<file path="src/swtef_pkg.sv">
package swtef_pkg;
  // ****************************************************************
  // register map (byte addresses, one aligned word each)
  // ****************************************************************
  localparam logic [7:0] FLAGS_ADDR = 8'h00;
  localparam logic [7:0] CTRL_ADDR = 8'h04;
  localparam logic [7:0] STATUS_ADDR = 8'h08;

  // ****************************************************************
  // field positions
  // ****************************************************************
  localparam int ADDR_DETECT_BIT = 12;
  localparam int TX_EMPTY_BIT = 11;
  localparam int CTRL_MODULE_RESET_BIT = 0;
  localparam int CTRL_SW_RESET_N_BIT = 7;
  localparam int CTRL_LIN_MODE_BIT = 6;
  localparam int CTRL_MBUF_BIT = 10;
  localparam int STAT_TXBUF_BIT = 0;
  localparam int STAT_SHIFT_BIT = 1;
  localparam int STAT_MBUF_BIT = 2;
  localparam int STAT_SINGLE_BYTE_TRANSMIT_REGISTER_BIT = 3;

  // ****************************************************************
  // reset values and sizes
  // ****************************************************************
  localparam logic [31:0] CTRL_RESET = 32'h0000_0000;
  localparam int MBUF_WORDS = 8;
  localparam logic [31:0] ZERO_WORD = 32'h0000_0000;

  // operating mode seen by the empty-flag logic
  typedef enum logic [1:0] {
    SWTEF_COMPAT,
    SWTEF_LIN_SINGLE,
    SWTEF_LIN_MBUF
  } swtef_mode_t;
endpackage

</file>
<file path="src/swtef_flags.sv">
`timescale 1ns/1ns
// What this block does
// - in compatible mode the address-detect flag (bit 12) is 1 when the receive data buffer word is an address, else 0.
// - the address-detect flag clears on module reset bit, software reset, system reset, or a received data frame.
// - in compatible mode transmit-empty (bit 11) is 1 only when buffer and shifter are both empty.
// - in LIN multibuffer mode transmit-empty is 1 only when all multibuffer words and the shifter are empty.
// - in LIN mode without multibuffering the empty state comes from the single-byte transmit register plus the shifter.
// - module reset bit, software reset and system reset force transmit-empty to 1.
// - transmit-empty never raises an interrupt request.
module swtef_flags (
  input wire logic pclk,
  input wire logic presetn,
  input wire logic psel,
  input wire logic penable,
  input wire logic pwrite,
  input wire logic [7:0] paddr,
  input wire logic [31:0] pwdata,
  output logic [31:0] prdata,
  output logic pready,
  output logic pslverr,
  input wire logic rx_word_done,
  input wire logic rx_word_is_addr,
  input wire logic txbuf_full,
  input wire logic single_byte_transmit_register_full,
  input wire logic [swtef_pkg::MBUF_WORDS-1:0] mbuf_full,
  input wire logic shift_full,
  output logic address_detect_flag,
  output logic tx_empty_flag
);
  import swtef_pkg::*;

  // ****************************************************************
  // state
  // ****************************************************************
  logic [31:0] ctrl_q, ctrl_d;
  logic addr_q, addr_d;
  logic txe_q, txe_d;
  logic [31:0] rdata_q, rdata_d;
  logic err_q, err_d;
  logic rdy_q, rdy_d;
  logic txe_raw;
  logic hold_reset;
  logic [1:0] mode;
  logic setup;

  // valid address decode shared by read and write paths
  function automatic logic mapped(input logic [7:0] a);
    mapped = (a == FLAGS_ADDR) || (a == CTRL_ADDR) || (a == STATUS_ADDR);
  endfunction

  // module reset bit high or software reset low holds flags at reset
  assign hold_reset = ctrl_q[CTRL_MODULE_RESET_BIT] ||
    !ctrl_q[CTRL_SW_RESET_N_BIT];

  // mode decode from control bits
  always_comb begin
    if (!ctrl_q[CTRL_LIN_MODE_BIT]) begin
      mode = SWTEF_COMPAT;
    end else if (ctrl_q[CTRL_MBUF_BIT]) begin
      mode = SWTEF_LIN_MBUF;
    end else begin
      mode = SWTEF_LIN_SINGLE;
    end
  end

  swtef_tx_empty u_txe (
    .mode(mode),
    .txbuf_full(txbuf_full),
    .single_byte_transmit_register_full(single_byte_transmit_register_full),
    .mbuf_full(mbuf_full),
    .shift_full(shift_full),
    .tx_empty(txe_raw)
  );

  // ****************************************************************
  // flag next state
  // ****************************************************************
  // flags change only from hardware events and control-word writes, never from writes to the flags word
  always_comb begin
    addr_d = addr_q;
    txe_d = txe_raw;
    if (hold_reset) begin
      addr_d = 1'b0;
      txe_d = 1'b1;
    end else if (mode != SWTEF_COMPAT) begin
      addr_d = 1'b0;
    end else if (rx_word_done) begin
      addr_d = rx_word_is_addr;
    end
  end

  // ****************************************************************
  // apb slave, zero wait states
  // ****************************************************************
  assign setup = psel && !penable;

  // answer is prepared in setup so access phase completes at once
  always_comb begin
    ctrl_d = ctrl_q;
    rdata_d = rdata_q;
    err_d = 1'b0;
    rdy_d = setup;
    if (setup) begin
      err_d = !mapped(paddr);
      rdata_d = ZERO_WORD;
      if (!pwrite) begin
        unique case (paddr)
          FLAGS_ADDR: begin
            rdata_d[ADDR_DETECT_BIT] = addr_q;
            rdata_d[TX_EMPTY_BIT] = txe_q;
          end
          CTRL_ADDR: rdata_d = ctrl_q;
          STATUS_ADDR: begin
            rdata_d[STAT_TXBUF_BIT] = txbuf_full;
            rdata_d[STAT_SHIFT_BIT] = shift_full;
            rdata_d[STAT_MBUF_BIT] = |mbuf_full;
            rdata_d[STAT_SINGLE_BYTE_TRANSMIT_REGISTER_BIT] = single_byte_transmit_register_full;
          end
          default: rdata_d = ZERO_WORD;
        endcase
      end
    end
    // writes land at the access edge; flags word is ignored
    if (psel && penable && pready && pwrite && paddr == CTRL_ADDR) begin
      ctrl_d = pwdata;
    end
  end

  // registers: system reset forces flags to their reset values
  always_ff @(posedge pclk or negedge presetn) begin
    if (!presetn) begin
      ctrl_q <= CTRL_RESET;
      addr_q <= 1'b0;
      txe_q <= 1'b1;
      rdata_q <= ZERO_WORD;
      err_q <= 1'b0;
      rdy_q <= 1'b0;
    end else begin
      ctrl_q <= ctrl_d;
      addr_q <= addr_d;
      txe_q <= txe_d;
      rdata_q <= rdata_d;
      err_q <= err_d;
      rdy_q <= rdy_d;
    end
  end

  assign prdata = rdata_q;
  assign pready = rdy_q;
  assign pslverr = err_q;
  assign address_detect_flag = addr_q;
  // no interrupt path exists for the empty flag
  assign tx_empty_flag = txe_q;
endmodule

</file>
<file path="src/swtef_tx_empty.sv">
`timescale 1ns/1ns
module swtef_tx_empty (
  input wire logic [1:0] mode,
  input wire logic txbuf_full,
  input wire logic single_byte_transmit_register_full,
  input wire logic [7:0] mbuf_full,
  input wire logic shift_full,
  output logic tx_empty
);
  import swtef_pkg::*;

  // ****************************************************************
  // transmit-empty derivation per mode
  // ****************************************************************
  // pick the buffer source by mode, then merge with the shifter
  always_comb begin
    unique case (swtef_mode_t'(mode))
      SWTEF_COMPAT: tx_empty = !txbuf_full && !shift_full;
      SWTEF_LIN_SINGLE: tx_empty = !single_byte_transmit_register_full && !shift_full;
      SWTEF_LIN_MBUF: tx_empty = !(|mbuf_full) && !shift_full;
      default: tx_empty = !txbuf_full && !shift_full;
    endcase
  end
endmodule

</file>
<file path="config.mk">
export PLATFORM = sky130hd
export DESIGN_NAME = swtef_flags
export DESIGN_NICKNAME = d
export VERILOG_FILES = /design/src/swtef_pkg.sv /design/src/swtef_flags.sv /design/src/swtef_tx_empty.sv
export SDC_FILE = /design/constraint.sdc
export NUM_CORES = 1
export LEC_CHECK = 0
export ABC_AREA = 1
export BUFFER_PORTS_ARGS = -buffer_cell sky130_fd_sc_hd__buf_4
export CAP_MARGIN = 20
export CORE_UTILIZATION = 24
export CTS_CLUSTER_DIAMETER = 40
export DETAILED_ROUTE_END_ITERATION = 6
export GPL_ROUTABILITY_DRIVEN = 0
export PLACE_DENSITY = 0.55
export SLEW_MARGIN = 20
export SYNTH_ARGS = -nofsm -noshare
export SYNTH_HDL_FRONTEND = slang
export SYNTH_SLANG_ARGS = --single-unit
</file>
<file path="constraint.sdc">
create_clock -name pclk -period 1.92 [get_ports pclk]
set_input_delay 0.096 -clock pclk [delete_from_list [all_inputs] [get_ports pclk]]
set_output_delay 0.096 -clock pclk [all_outputs]
set_load 0.01 [all_outputs]
</file>
==> results of run 1 <==
-- cells in the mapped netlist --
library cell | instances | area (µm²)
nand2_1 | 163 | 612
dfrtp_1 | 67 | 1680
nand3_1 | 65 | 325
inv_1 | 16 | 60.1
nor2_1 | 15 | 56.3
buf_2 | 12 | 60.1
clkbuf_1 | 5 | 18.8
a21oi_1 | 1 | 5.00
buf_4 | 1 | 7.51
buf_6 | 1 | 11.3
dfstp_2 | 1 | 26.3
mux2i_1 | 1 | 10.0
nor2_4 | 1 | 11.3
nor3_1 | 1 | 5.00
nor3_2 | 1 | 10.0
o21ai_0 | 1 | 5.00
or2_1 | 1 | 6.26
-- timing repair --
item | 4_1_cts | 5_1_grt
buffers inserted | 0 | 0
hold buffers | 5 | 0
endpoints found under the hold margin | 71 | 0
-- state kept, by name, summed over array words and instances, names as in the netlist --
signal,cells
address_detect_flag,1
pslverr,1
tx_empty_flag,1
pready,1
ctrl_q,32
prdata,32
-- routing by layer --
metal / share of wire [%] / wire length [µm] / global-route usage [%] / vias to the layer above
li1: - / - / - / 1300
met1: 44 / 3260 / 15.3 / 1209
met2: 50 / 3720 / 22.0 / 56
met3: 4.5 / 333 / 3.29 / 9
met4: 1.2 / 86 / 4.00 / 0
met5: 0 / 0 / 0 / -
-- logic make-up (layout without fill, tap and decap cells) --
group | after synthesis | in the layout | share of synthesized area [%]
buf+inv | 35 | 136 | 5.42
flops | 68 | 68 | 58.6
simple gates | 247 | 247 | 35.3
compound gates | 2 | 2 | 0.344
mux | 1 | 1 | 0.344
-- final cells by class --
cell class | count | area [µm²] | area share (%)
Clock inverter | 1 | 5.00 | 0.122
Clock buffer | 14 | 284 | 6.93
Tap cell | 143 | 179 | 4.37
Multi-Input combinational cell | 250 | 1050 | 25.7
Sequential cell | 68 | 1700 | 41.5
Timing Repair Buffer | 105 | 813 | 19.8
Inverter | 16 | 60.1 | 1.47
-- per-stage QoR --
step	std cells	util (%)	area (µm²)	hold slack (ns)	power, W
floorplan	353	-	2910	-0.200	0.00151
global route	597	35.3	4100	0.00536	0.00334
CTS	597	35.3	4100	0.000264	0.00327
finish	597	35.3	4100	0.00943	0.00320
detailed placement	577	32.4	3760	0.254	0.00166
global placement	577	32.4	3760	0.264	0.00166
-- power groups by stage --
stage | clock (W) | combinational (W) | sequential (W)
finish | 0.00156 | 0.000197 | 0.00144
detailed placement | 0 | 0.000194 | 0.00147
global placement | 0 | 0.000192 | 0.00147
floorplan | 0 | 0.0000451 | 0.00147
CTS | 0.00162 | 0.000202 | 0.00144
global route | 0.00168 | 0.000219 | 0.00144
-- worst max-delay path, delay by kind of cell (launching register included) --
| family | cells | cell delay (ns) |
|---|---|---|
| DFF | 1 | 0.34 |
| and+or+nand+nor | 5 | 0.44 |
| buffers and inverters | 1 | 0.25 |
-- path summary, 6_finish.rpt --
kind | end | slack (ns) | startpoint | cells after the start
setup / recovery | ctrl_q[2] | 0.77 | pready | 6
hold / removal | ctrl_q[20] | 0.009 | pwdata[20] | 3
setup reg to reg | ctrl_q[2] | 0.77 | pready | 6
hold reg to reg | ctrl_q[26] | 0.47 | ctrl_q[26] | 2
max in group asynchronous | ctrl_q[24] | 0.87 | presetn | 2
min in group asynchronous | prdata[11] | 0.44 | presetn | 2
==> reports/metrics.cfg, run 1 <==
[cts]
h-tree-depth=3
cts_tree=done
clk_pin_slew_ns=0.05
cts-buffers-inserted=9
clock-sinks=68
cts-resized-gates=0
insertion_delay_ns=0.32
cts_buffer_depth=2
clockRootBuffer=clkbuf_16

[floorplan]
fp.dieW_um=112
die_area_um2=12600
ios=94
coreArea_um2=11600
die_y_um=112
fp-row-count=39
start_util_pct=25.0

[global_route]
antenna_found_initial=0
grt_pass1_vias=2598
grtUsageTotal_pct=12.7
grt_pass1_wl_um=12500
grt_start_max_net_pins=69
grt-ovfl-total=0

[detailed_routing]
drc=2
drtPass1Iterations=6
drt_iter0_markers=95
drt-total-wl_um=7390
drt-wirelength-per-cell_um=12.4
vias_per_cell=4.31
ant_nets=0
vias=2574

[timing]
finalMaxSlewViolations=0
maxSlewHeadroom_pct=40.7
skew_ns=0.00358
clock.fmax_mhz=871
min_period_ns=1.15
finalWorstSetupSlack_ns=0.772
worst_slew_pin_slew_ns=0.890
fin_tns_setup_ns=0
period_share_pct=59.8
setup_violations=0
rsz0062_at_grt=no
finalHoldViolCount=0

[cells_and_area]
drive_gt1_share_pct=26.0
layout_common_cells=nand2_1, buf_4, dfrtp_1, nand3_1, inv_1
num-nets-final=508
area_growth_pct=41.0
fillers=1240
layout_commonest_cell=nand2_1
n_antenna_cell=0

[setup_path]
cp_slowest_cell=dfrtp_1
crit_arrival_ns=1.35
crit_top_cell=nand2_1
path_class=register to register
end_kind=register
crit_fanout=32
crit_chain=nand2_1 -> nor2_2 -> nand2_1 -> buf_4 -> nand2_1 -> nand2_1
start_kind=register
worstPathRequired_ns=2.13
cpPeakStageDelay_ns=0.34

[synth]
netlist_area_um2=2910
syn_area_per_cell_um2=8.23
ys_seq_area_share_pct=58.6
synth_cell_type_count=17
synth-seq-cells=68
yosysWarnings=0
syn_nets=411
syn_inst=353

[outcome]
status=complete, but fails checks
violations=DRC

[pwr]
power.share.clock_pct=48.7
ir_drop_v=0.000417
switchingPower_w=0.000654
p_int_w=0.00254
p_seq_share_pct=45.1
swShare_pct=20.4
powerDensity_nw_per_um2=780
combPwrFrac_pct=6.2
cellLeakagePower_nw=2.34

[job]
maxCapViolCount=0

[placed_design]
hpwlAfterDp_um=5210
pre_cts_ws_ns=0.599
portBuffers=93

[worst_hold_path]
hp-class=input port to register

Power figures use the tool's default switching activity.
==> run 2: changes to the inputs <==
Settings changed: PLACE_DENSITY 0.55 to 0.56.
Clock period 1.92 ns to 0.95 ns, I/O delays scaled along.
==> run 2 against run 1 <==
Effect of this change:
- the run ends with DRC, setup timing left
- critical path depth down 3
- worst setup slack worse by 0.94 ns
- clock skew up 0.0026 ns
- wire length up 10%
- combinational power rose to 2.8 times the previous value
- global-route usage up 1.3 points
- flip-flop and latch count unchanged
- non-clock buffer count up 47
- cell area up 12%
- clock-buffer cell count down 1
- total power up 110%
==> reports/metrics.cfg, run 2 (same netlist as run 1, synthesis figures left out) <==
[outcome]
violations=DRC, setup timing  ; was DRC
status=complete, but fails checks  ; unchanged

[setup_path]
cp_num_buf_inv=3  ; was 1
worstPathRequired_ns=0.90  ; was 2.13 ns
end_kind=output port  ; was register
crit_top_cell=buf_6  ; was nand2_1
crit_chain=buf_4 -> buf_6 -> buf_6  ; was nand2_1 -> nor2_2 -> nand2_1 -> buf_4 -> nand2_1 -> nand2_1
start_kind=register  ; unchanged
r2r_slack_ns=-0.14  ; was 0.77 ns
path_class=register to output port  ; was register to register
crit_arrival_ns=1.07  ; was 1.35 ns
startpoint=pready  ; unchanged
critPathTopFamily=flip-flops  ; was simple AND/OR/NAND/NOR gates
cpPeakStageDelay_ns=0.39  ; was 0.34 ns
crit_fanout=2  ; was 32
cp_slowest_cell=dfrtp_1  ; unchanged
reg2reg_from=pready  ; unchanged

[detailed_routing]
drtPass1Iterations=6  ; unchanged
drt_iter0_markers=169  ; was 95
ant_nets=0  ; unchanged
vias=2760  ; was 2574
vias_per_cell=4.28  ; was 4.31
drt-total-wl_um=8160  ; was 7390 µm
drc=5  ; was 2
drt-wirelength-per-cell_um=12.7  ; was 12.4 µm

[cells_and_area]
n_antenna_cell=0  ; unchanged
drive_gt1_share_pct=26.9  ; was 26.0%
area_growth_pct=58.1  ; was 41.0%
finish.utilization_pct=39.6  ; was 35.3%
num-nets-final=555  ; was 508
layout_commonest_cell=nand2_1  ; unchanged
layout_common_cells=nand2_1, buf_4, dfrtp_1, nand3_1, dlygate4sd3_1  ; was nand2_1, buf_4, dfrtp_1, nand3_1, inv_1

[job]
maxCapViolCount=0  ; unchanged

[worst_hold_path]
holdCritStartpoint=single_byte_transmit_register_full  ; was pwdata[20]
hp-class=input port to register  ; unchanged

[timing]
timing.hold.ws_ns=0.0283  ; was 0.00943 ns
min_period_ns=1.12
rsz0062_at_grt=yes  ; was no
setup_violations=34  ; was 0
skew_ns=0.00617  ; was 0.00358 ns
finalHoldViolCount=0  ; unchanged
worst_slew_pin_slew_ns=0.379  ; was 0.890 ns
finalMaxSlewViolations=0  ; unchanged
clock.fmax_mhz=894
maxSlewHeadroom_pct=74.7  ; was 40.7%
finalWorstSetupSlack_ns=-0.168  ; was 0.772 ns
period_share_pct=118

[pwr]
ir_drop_v=0.000835  ; was 0.000417 V
cellLeakagePower_nw=2.57  ; was 2.34 nW
powerDensity_nw_per_um2=1490  ; was 780 nW/µm²

[cts]
insertion_delay_ns=0.33  ; was 0.32 ns
cts_tree=done  ; unchanged
clock-sinks=68  ; unchanged
cts-buffers-inserted=9  ; unchanged
clockRootBuffer=clkbuf_16  ; unchanged
h-tree-depth=3  ; unchanged
cts_buffer_depth=2  ; unchanged
clk_pin_slew_ns=0.06  ; was 0.05 ns

[floorplan]
fp.dieW_um=112  ; unchanged
ios=94  ; unchanged
fp-row-count=39  ; unchanged
start_util_pct=25.0  ; unchanged
die_y_um=112  ; unchanged
coreArea_um2=11600  ; unchanged
die_area_um2=12600  ; unchanged

[global_route]
grt-ovfl-total=0  ; unchanged
grt_start_max_net_pins=69  ; unchanged
grt_pass1_vias=2838  ; was 2598
grt_pass1_wl_um=13700  ; was 12500 µm
antenna_found_initial=0  ; unchanged
grtUsageTotal_pct=13.9  ; was 12.7%

[placed_design]
portBuffers=93  ; unchanged
hpwlAfterDp_um=5680  ; was 5210 µm

-- run 2: final cells by class --
class | instances | area (µm²)
Fill cell | 1171 | 7020
Tap cell | 143 | 179
Clock buffer | 13 | 260
Timing Repair Buffer | 152 | 1280
Clock inverter | 3 | 45.0
Sequential cell | 68 | 1700
Inverter | 16 | 60.1
Multi-Input combinational cell | 250 | 1060
-- run 2: worst paths after layout --
check                           endpoint  cells past startpoint
setup reg to reg              ctrl_q[20]                      6
min in group asynchronous      prdata[3]                      3
setup / recovery                  pready                      3
hold reg to reg               ctrl_q[22]                      2
max in group asynchronous  tx_empty_flag                      3
hold / removal                 prdata[3]                      5
-- run 2: layer usage --
metal	vias to the layer above	GRT usage [%]	part of all wire, %
met2	55	23.9	50
li1	1396	-	-
met3	5	4.16	5.3
met4	0	4.00	0.97
met1	1304	16.9	44
met5	-	0	0
-- run 2: tightest hold or removal path, stage by stage --
cell and delay [ns]:
buf_4 0.08, nand2_1 0.05, nand2_1 0.06, nand2_1 0.05
nand2_1 0.04
-- run 2: repair_timing --
item	CTS	global route
hold buffers	37	0
buffers inserted	0	2
resized for setup	2	1
cloned	0	0
hold endpoints to repair	101	0
setup endpoints to repair	34	35
-- run 2: where the power goes --
group | leakage (nW) | switching, W | internal [W]
Combinational | 1.48 | 0.000231 | 0.000327
Clock | 0.142 | 0.00121 | 0.00218
Sequential | 0.945 | 0.00000638 | 0.00291
Total | 2.57 | 0.00145 | 0.00541
-- run 2: through the flow --
step / cells / TNS [ns] / instance area (µm²) / power (W) / setup WS [ns]
2_1_floorplan: 353 / -2.93 / 2940 / 0.00306 / -0.0984
3_3_place_gp: 590 / -11.53 / 3890 / 0.00340 / -0.213
3_5_place_dp: 590 / -11.94 / 3890 / 0.00340 / -0.220
4_1_cts: 643 / -4.72 / 4580 / 0.00694 / -0.160
5_1_grt: 645 / -6.97 / 4590 / 0.00712 / -0.240
6_report: 645 / -4.09 / 4590 / 0.00686 / -0.168
==> run 3: changes to the inputs <==
Settings changed: PLACE_DENSITY 0.56 to not set.
==> run 3 against run 2 <==
Effect of this change:
- the flow still finishes with violations (DRC, setup timing)
- clock power is 8.0% lower
- flip-flop and latch count did not move
- wire length up 6.6%
- via count grew 1.1%
- total power shrank 3.7%
- sequential power about the same
- fmax shrank 0.42%
- sequential share of layout area decreased by 1.3 points
- largest cell class unchanged
==> reports/metrics.cfg, run 3 (same netlist as run 1, synthesis figures left out) <==
[outcome]
status=complete, but fails checks  ; unchanged
violations=DRC, setup timing  ; unchanged

[cts]
clk_pin_slew_ns=0.06  ; about the same
clockRootBuffer=clkbuf_16  ; unchanged
cts-buffers-inserted=9  ; unchanged
h-tree-depth=3  ; unchanged
clock-sinks=68  ; unchanged
cts_tree=done  ; unchanged
cts_buffer_depth=2  ; unchanged
insertion_delay_ns=0.32  ; was 0.33 ns

[setup_path]
path_class=register to register  ; was register to output port
worstPathRequired_ns=1.15  ; was 0.90 ns
r2r_end=ctrl_q[19]  ; was ctrl_q[20]
crit_fanout=8  ; was 2
start_kind=register  ; unchanged
r2r_cells=6  ; unchanged
reg2reg_from=pready  ; unchanged
end_kind=register  ; was output port
startpoint=pready  ; unchanged
crit_arrival_ns=1.33  ; was 1.07 ns
r2r_slack_ns=-0.17  ; was -0.14 ns
crit_end=ctrl_q[19]  ; was pready

[floorplan]
coreArea_um2=11600  ; unchanged
die_y_um=112  ; unchanged
fp-row-count=39  ; unchanged
fp.dieW_um=112  ; unchanged
ios=94  ; unchanged
start_util_pct=25.0  ; unchanged
die_area_um2=12600  ; unchanged

[timing]
clock.fmax_mhz=890  ; was 894 MHz
finalWorstSetupSlack_ns=-0.173  ; was -0.168 ns
finalHoldViolCount=0  ; unchanged
finalMaxSlewViolations=0  ; unchanged
maxSlewHeadroom_pct=75.2  ; was 74.7%
skew_ns=0.00503  ; was 0.00617 ns
period_share_pct=118  ; about the same
fin_tns_setup_ns=-4.76  ; was -4.09 ns
setup_violations=34  ; unchanged
worst_slew_pin_slew_ns=0.372  ; was 0.379 ns
min_period_ns=1.12  ; about the same
rsz0062_at_grt=yes  ; unchanged

[detailed_routing]
vias_per_cell=4.28  ; about the same
drc=2  ; was 5
drt-total-wl_um=8700  ; was 8160 µm
drtPass1Iterations=6  ; unchanged
ant_nets=0  ; unchanged
drt-wirelength-per-cell_um=13.3  ; was 12.7 µm
vias=2790  ; was 2760
drt_iter0_markers=104  ; was 169

[cells_and_area]
seqCellArea_um2=1700  ; unchanged
layout_commonest_cell=nand2_1  ; unchanged
drive_gt1_share_pct=29.5  ; was 26.9%
fin_cells=652  ; was 645
multi_input_area_um2=1100  ; was 1060 µm²
area_growth_pct=63.6  ; was 58.1%
final_area_um2=4760  ; was 4590 µm²
layout_common_cells=nand2_1, buf_4, dfrtp_1, nand3_1, dlygate4sd3_1  ; unchanged
n_antenna_cell=0  ; unchanged
num-nets-final=562  ; was 555
fillers=1164  ; was 1171

[pwr]
powerDensity_nw_per_um2=1390  ; was 1490 nW/µm²
cellLeakagePower_nw=2.65  ; was 2.57 nW
ir_drop_v=0.000601  ; was 0.000835 V

[global_route]
grt_pass1_wl_um=14500  ; was 13700 µm
antenna_found_initial=0  ; unchanged
grt_pass1_vias=2978  ; was 2838
grt_start_max_net_pins=25  ; was 69
grtUsageTotal_pct=14.8  ; was 13.9%
grt-ovfl-total=0  ; unchanged

[worst_hold_path]
hp-class=input port to register  ; unchanged
hold_depth=5  ; unchanged

[placed_design]
hpwlAfterDp_um=5880  ; was 5680 µm
portBuffers=93  ; unchanged
dpl.cell_count=595  ; was 590
place_area_um2=3970  ; was 3890 µm²

[job]
maxCapViolCount=0  ; unchanged

==> run 3: worst min path at each step <==
stage                     slack, ns                                from                  end
final                          0.05  single_byte_transmit_register_full            prdata[3]
after global routing           0.08  single_byte_transmit_register_full            prdata[3]
after CTS                      0.04  single_byte_transmit_register_full            prdata[3]
after detailed placement    -0.0002                             presetn            prdata[3]
after global placement       -0.005                             presetn           prdata[11]
after floorplan               -0.25                             presetn  address_detect_flag
==> run 3: through the flow <==
| stage | hold slack, ns | setup slack, ns | power [W] | util [%] |
|---|---|---|---|---|
| 2_1_floorplan | -0.248 | -0.0984 | 0.00306 | - |
| 3_3_place_gp | -0.00518 | -0.204 | 0.00342 | 34.2 |
| 3_5_place_dp | -0.000243 | -0.190 | 0.00342 | 34.2 |
| 4_1_cts | 0.0402 | -0.179 | 0.00671 | 40.6 |
| 5_1_grt | 0.0764 | -0.228 | 0.00688 | 41.0 |
| 6_report | 0.0484 | -0.173 | 0.00661 | 41.0 |
==> run 3: area by class of cell <==
class	instances	area share [%]
inverters	16	1.26
multi-input cells	250	23.2
clock buffers	15	5.84
well taps	143	3.76
repair buffers	159	30.0
flip-flops and latches	68	35.8
clock inverters	1	0.105
==> run 3: where the power goes <==
part / leakage (nW) / switching (W) / internal (W)
clock network: 0.140 / 0.00114 / 0.00198
registers: 0.945 / 0.00000683 / 0.00291
logic: 1.56 / 0.000238 / 0.000339
total: 2.65 / 0.00138 / 0.00523
==> run 3: layer usage <==
metal	GRT usage (%)	up-vias	share of wire, %
met4	4.53	0	1.4
met5	0	-	0
met3	3.46	11	4.9
li1	-	1405	-
met2	26.3	70	51
met1	17.8	1304	43
==> run 3: what timing repair did <==
item | 4_1_cts | 5_1_grt
gates resized for setup | 14 | 7
buffers inserted | 2 | 1
endpoints found under the hold margin | 102 | 0
pin swaps | 6 | 2
hold buffers | 37 | 0
cloned | 1 | 1
setup endpoints to repair | 34 | 37
==> run 3: worst max-delay path: stages, from the launching register on <==
cell       delay (ns)
dfrtp_1          0.37
nand2_2          0.07
nor2_4           0.15
nand2_4          0.11
clkbuf_16        0.20
nand2_1          0.06
nand2_1          0.05
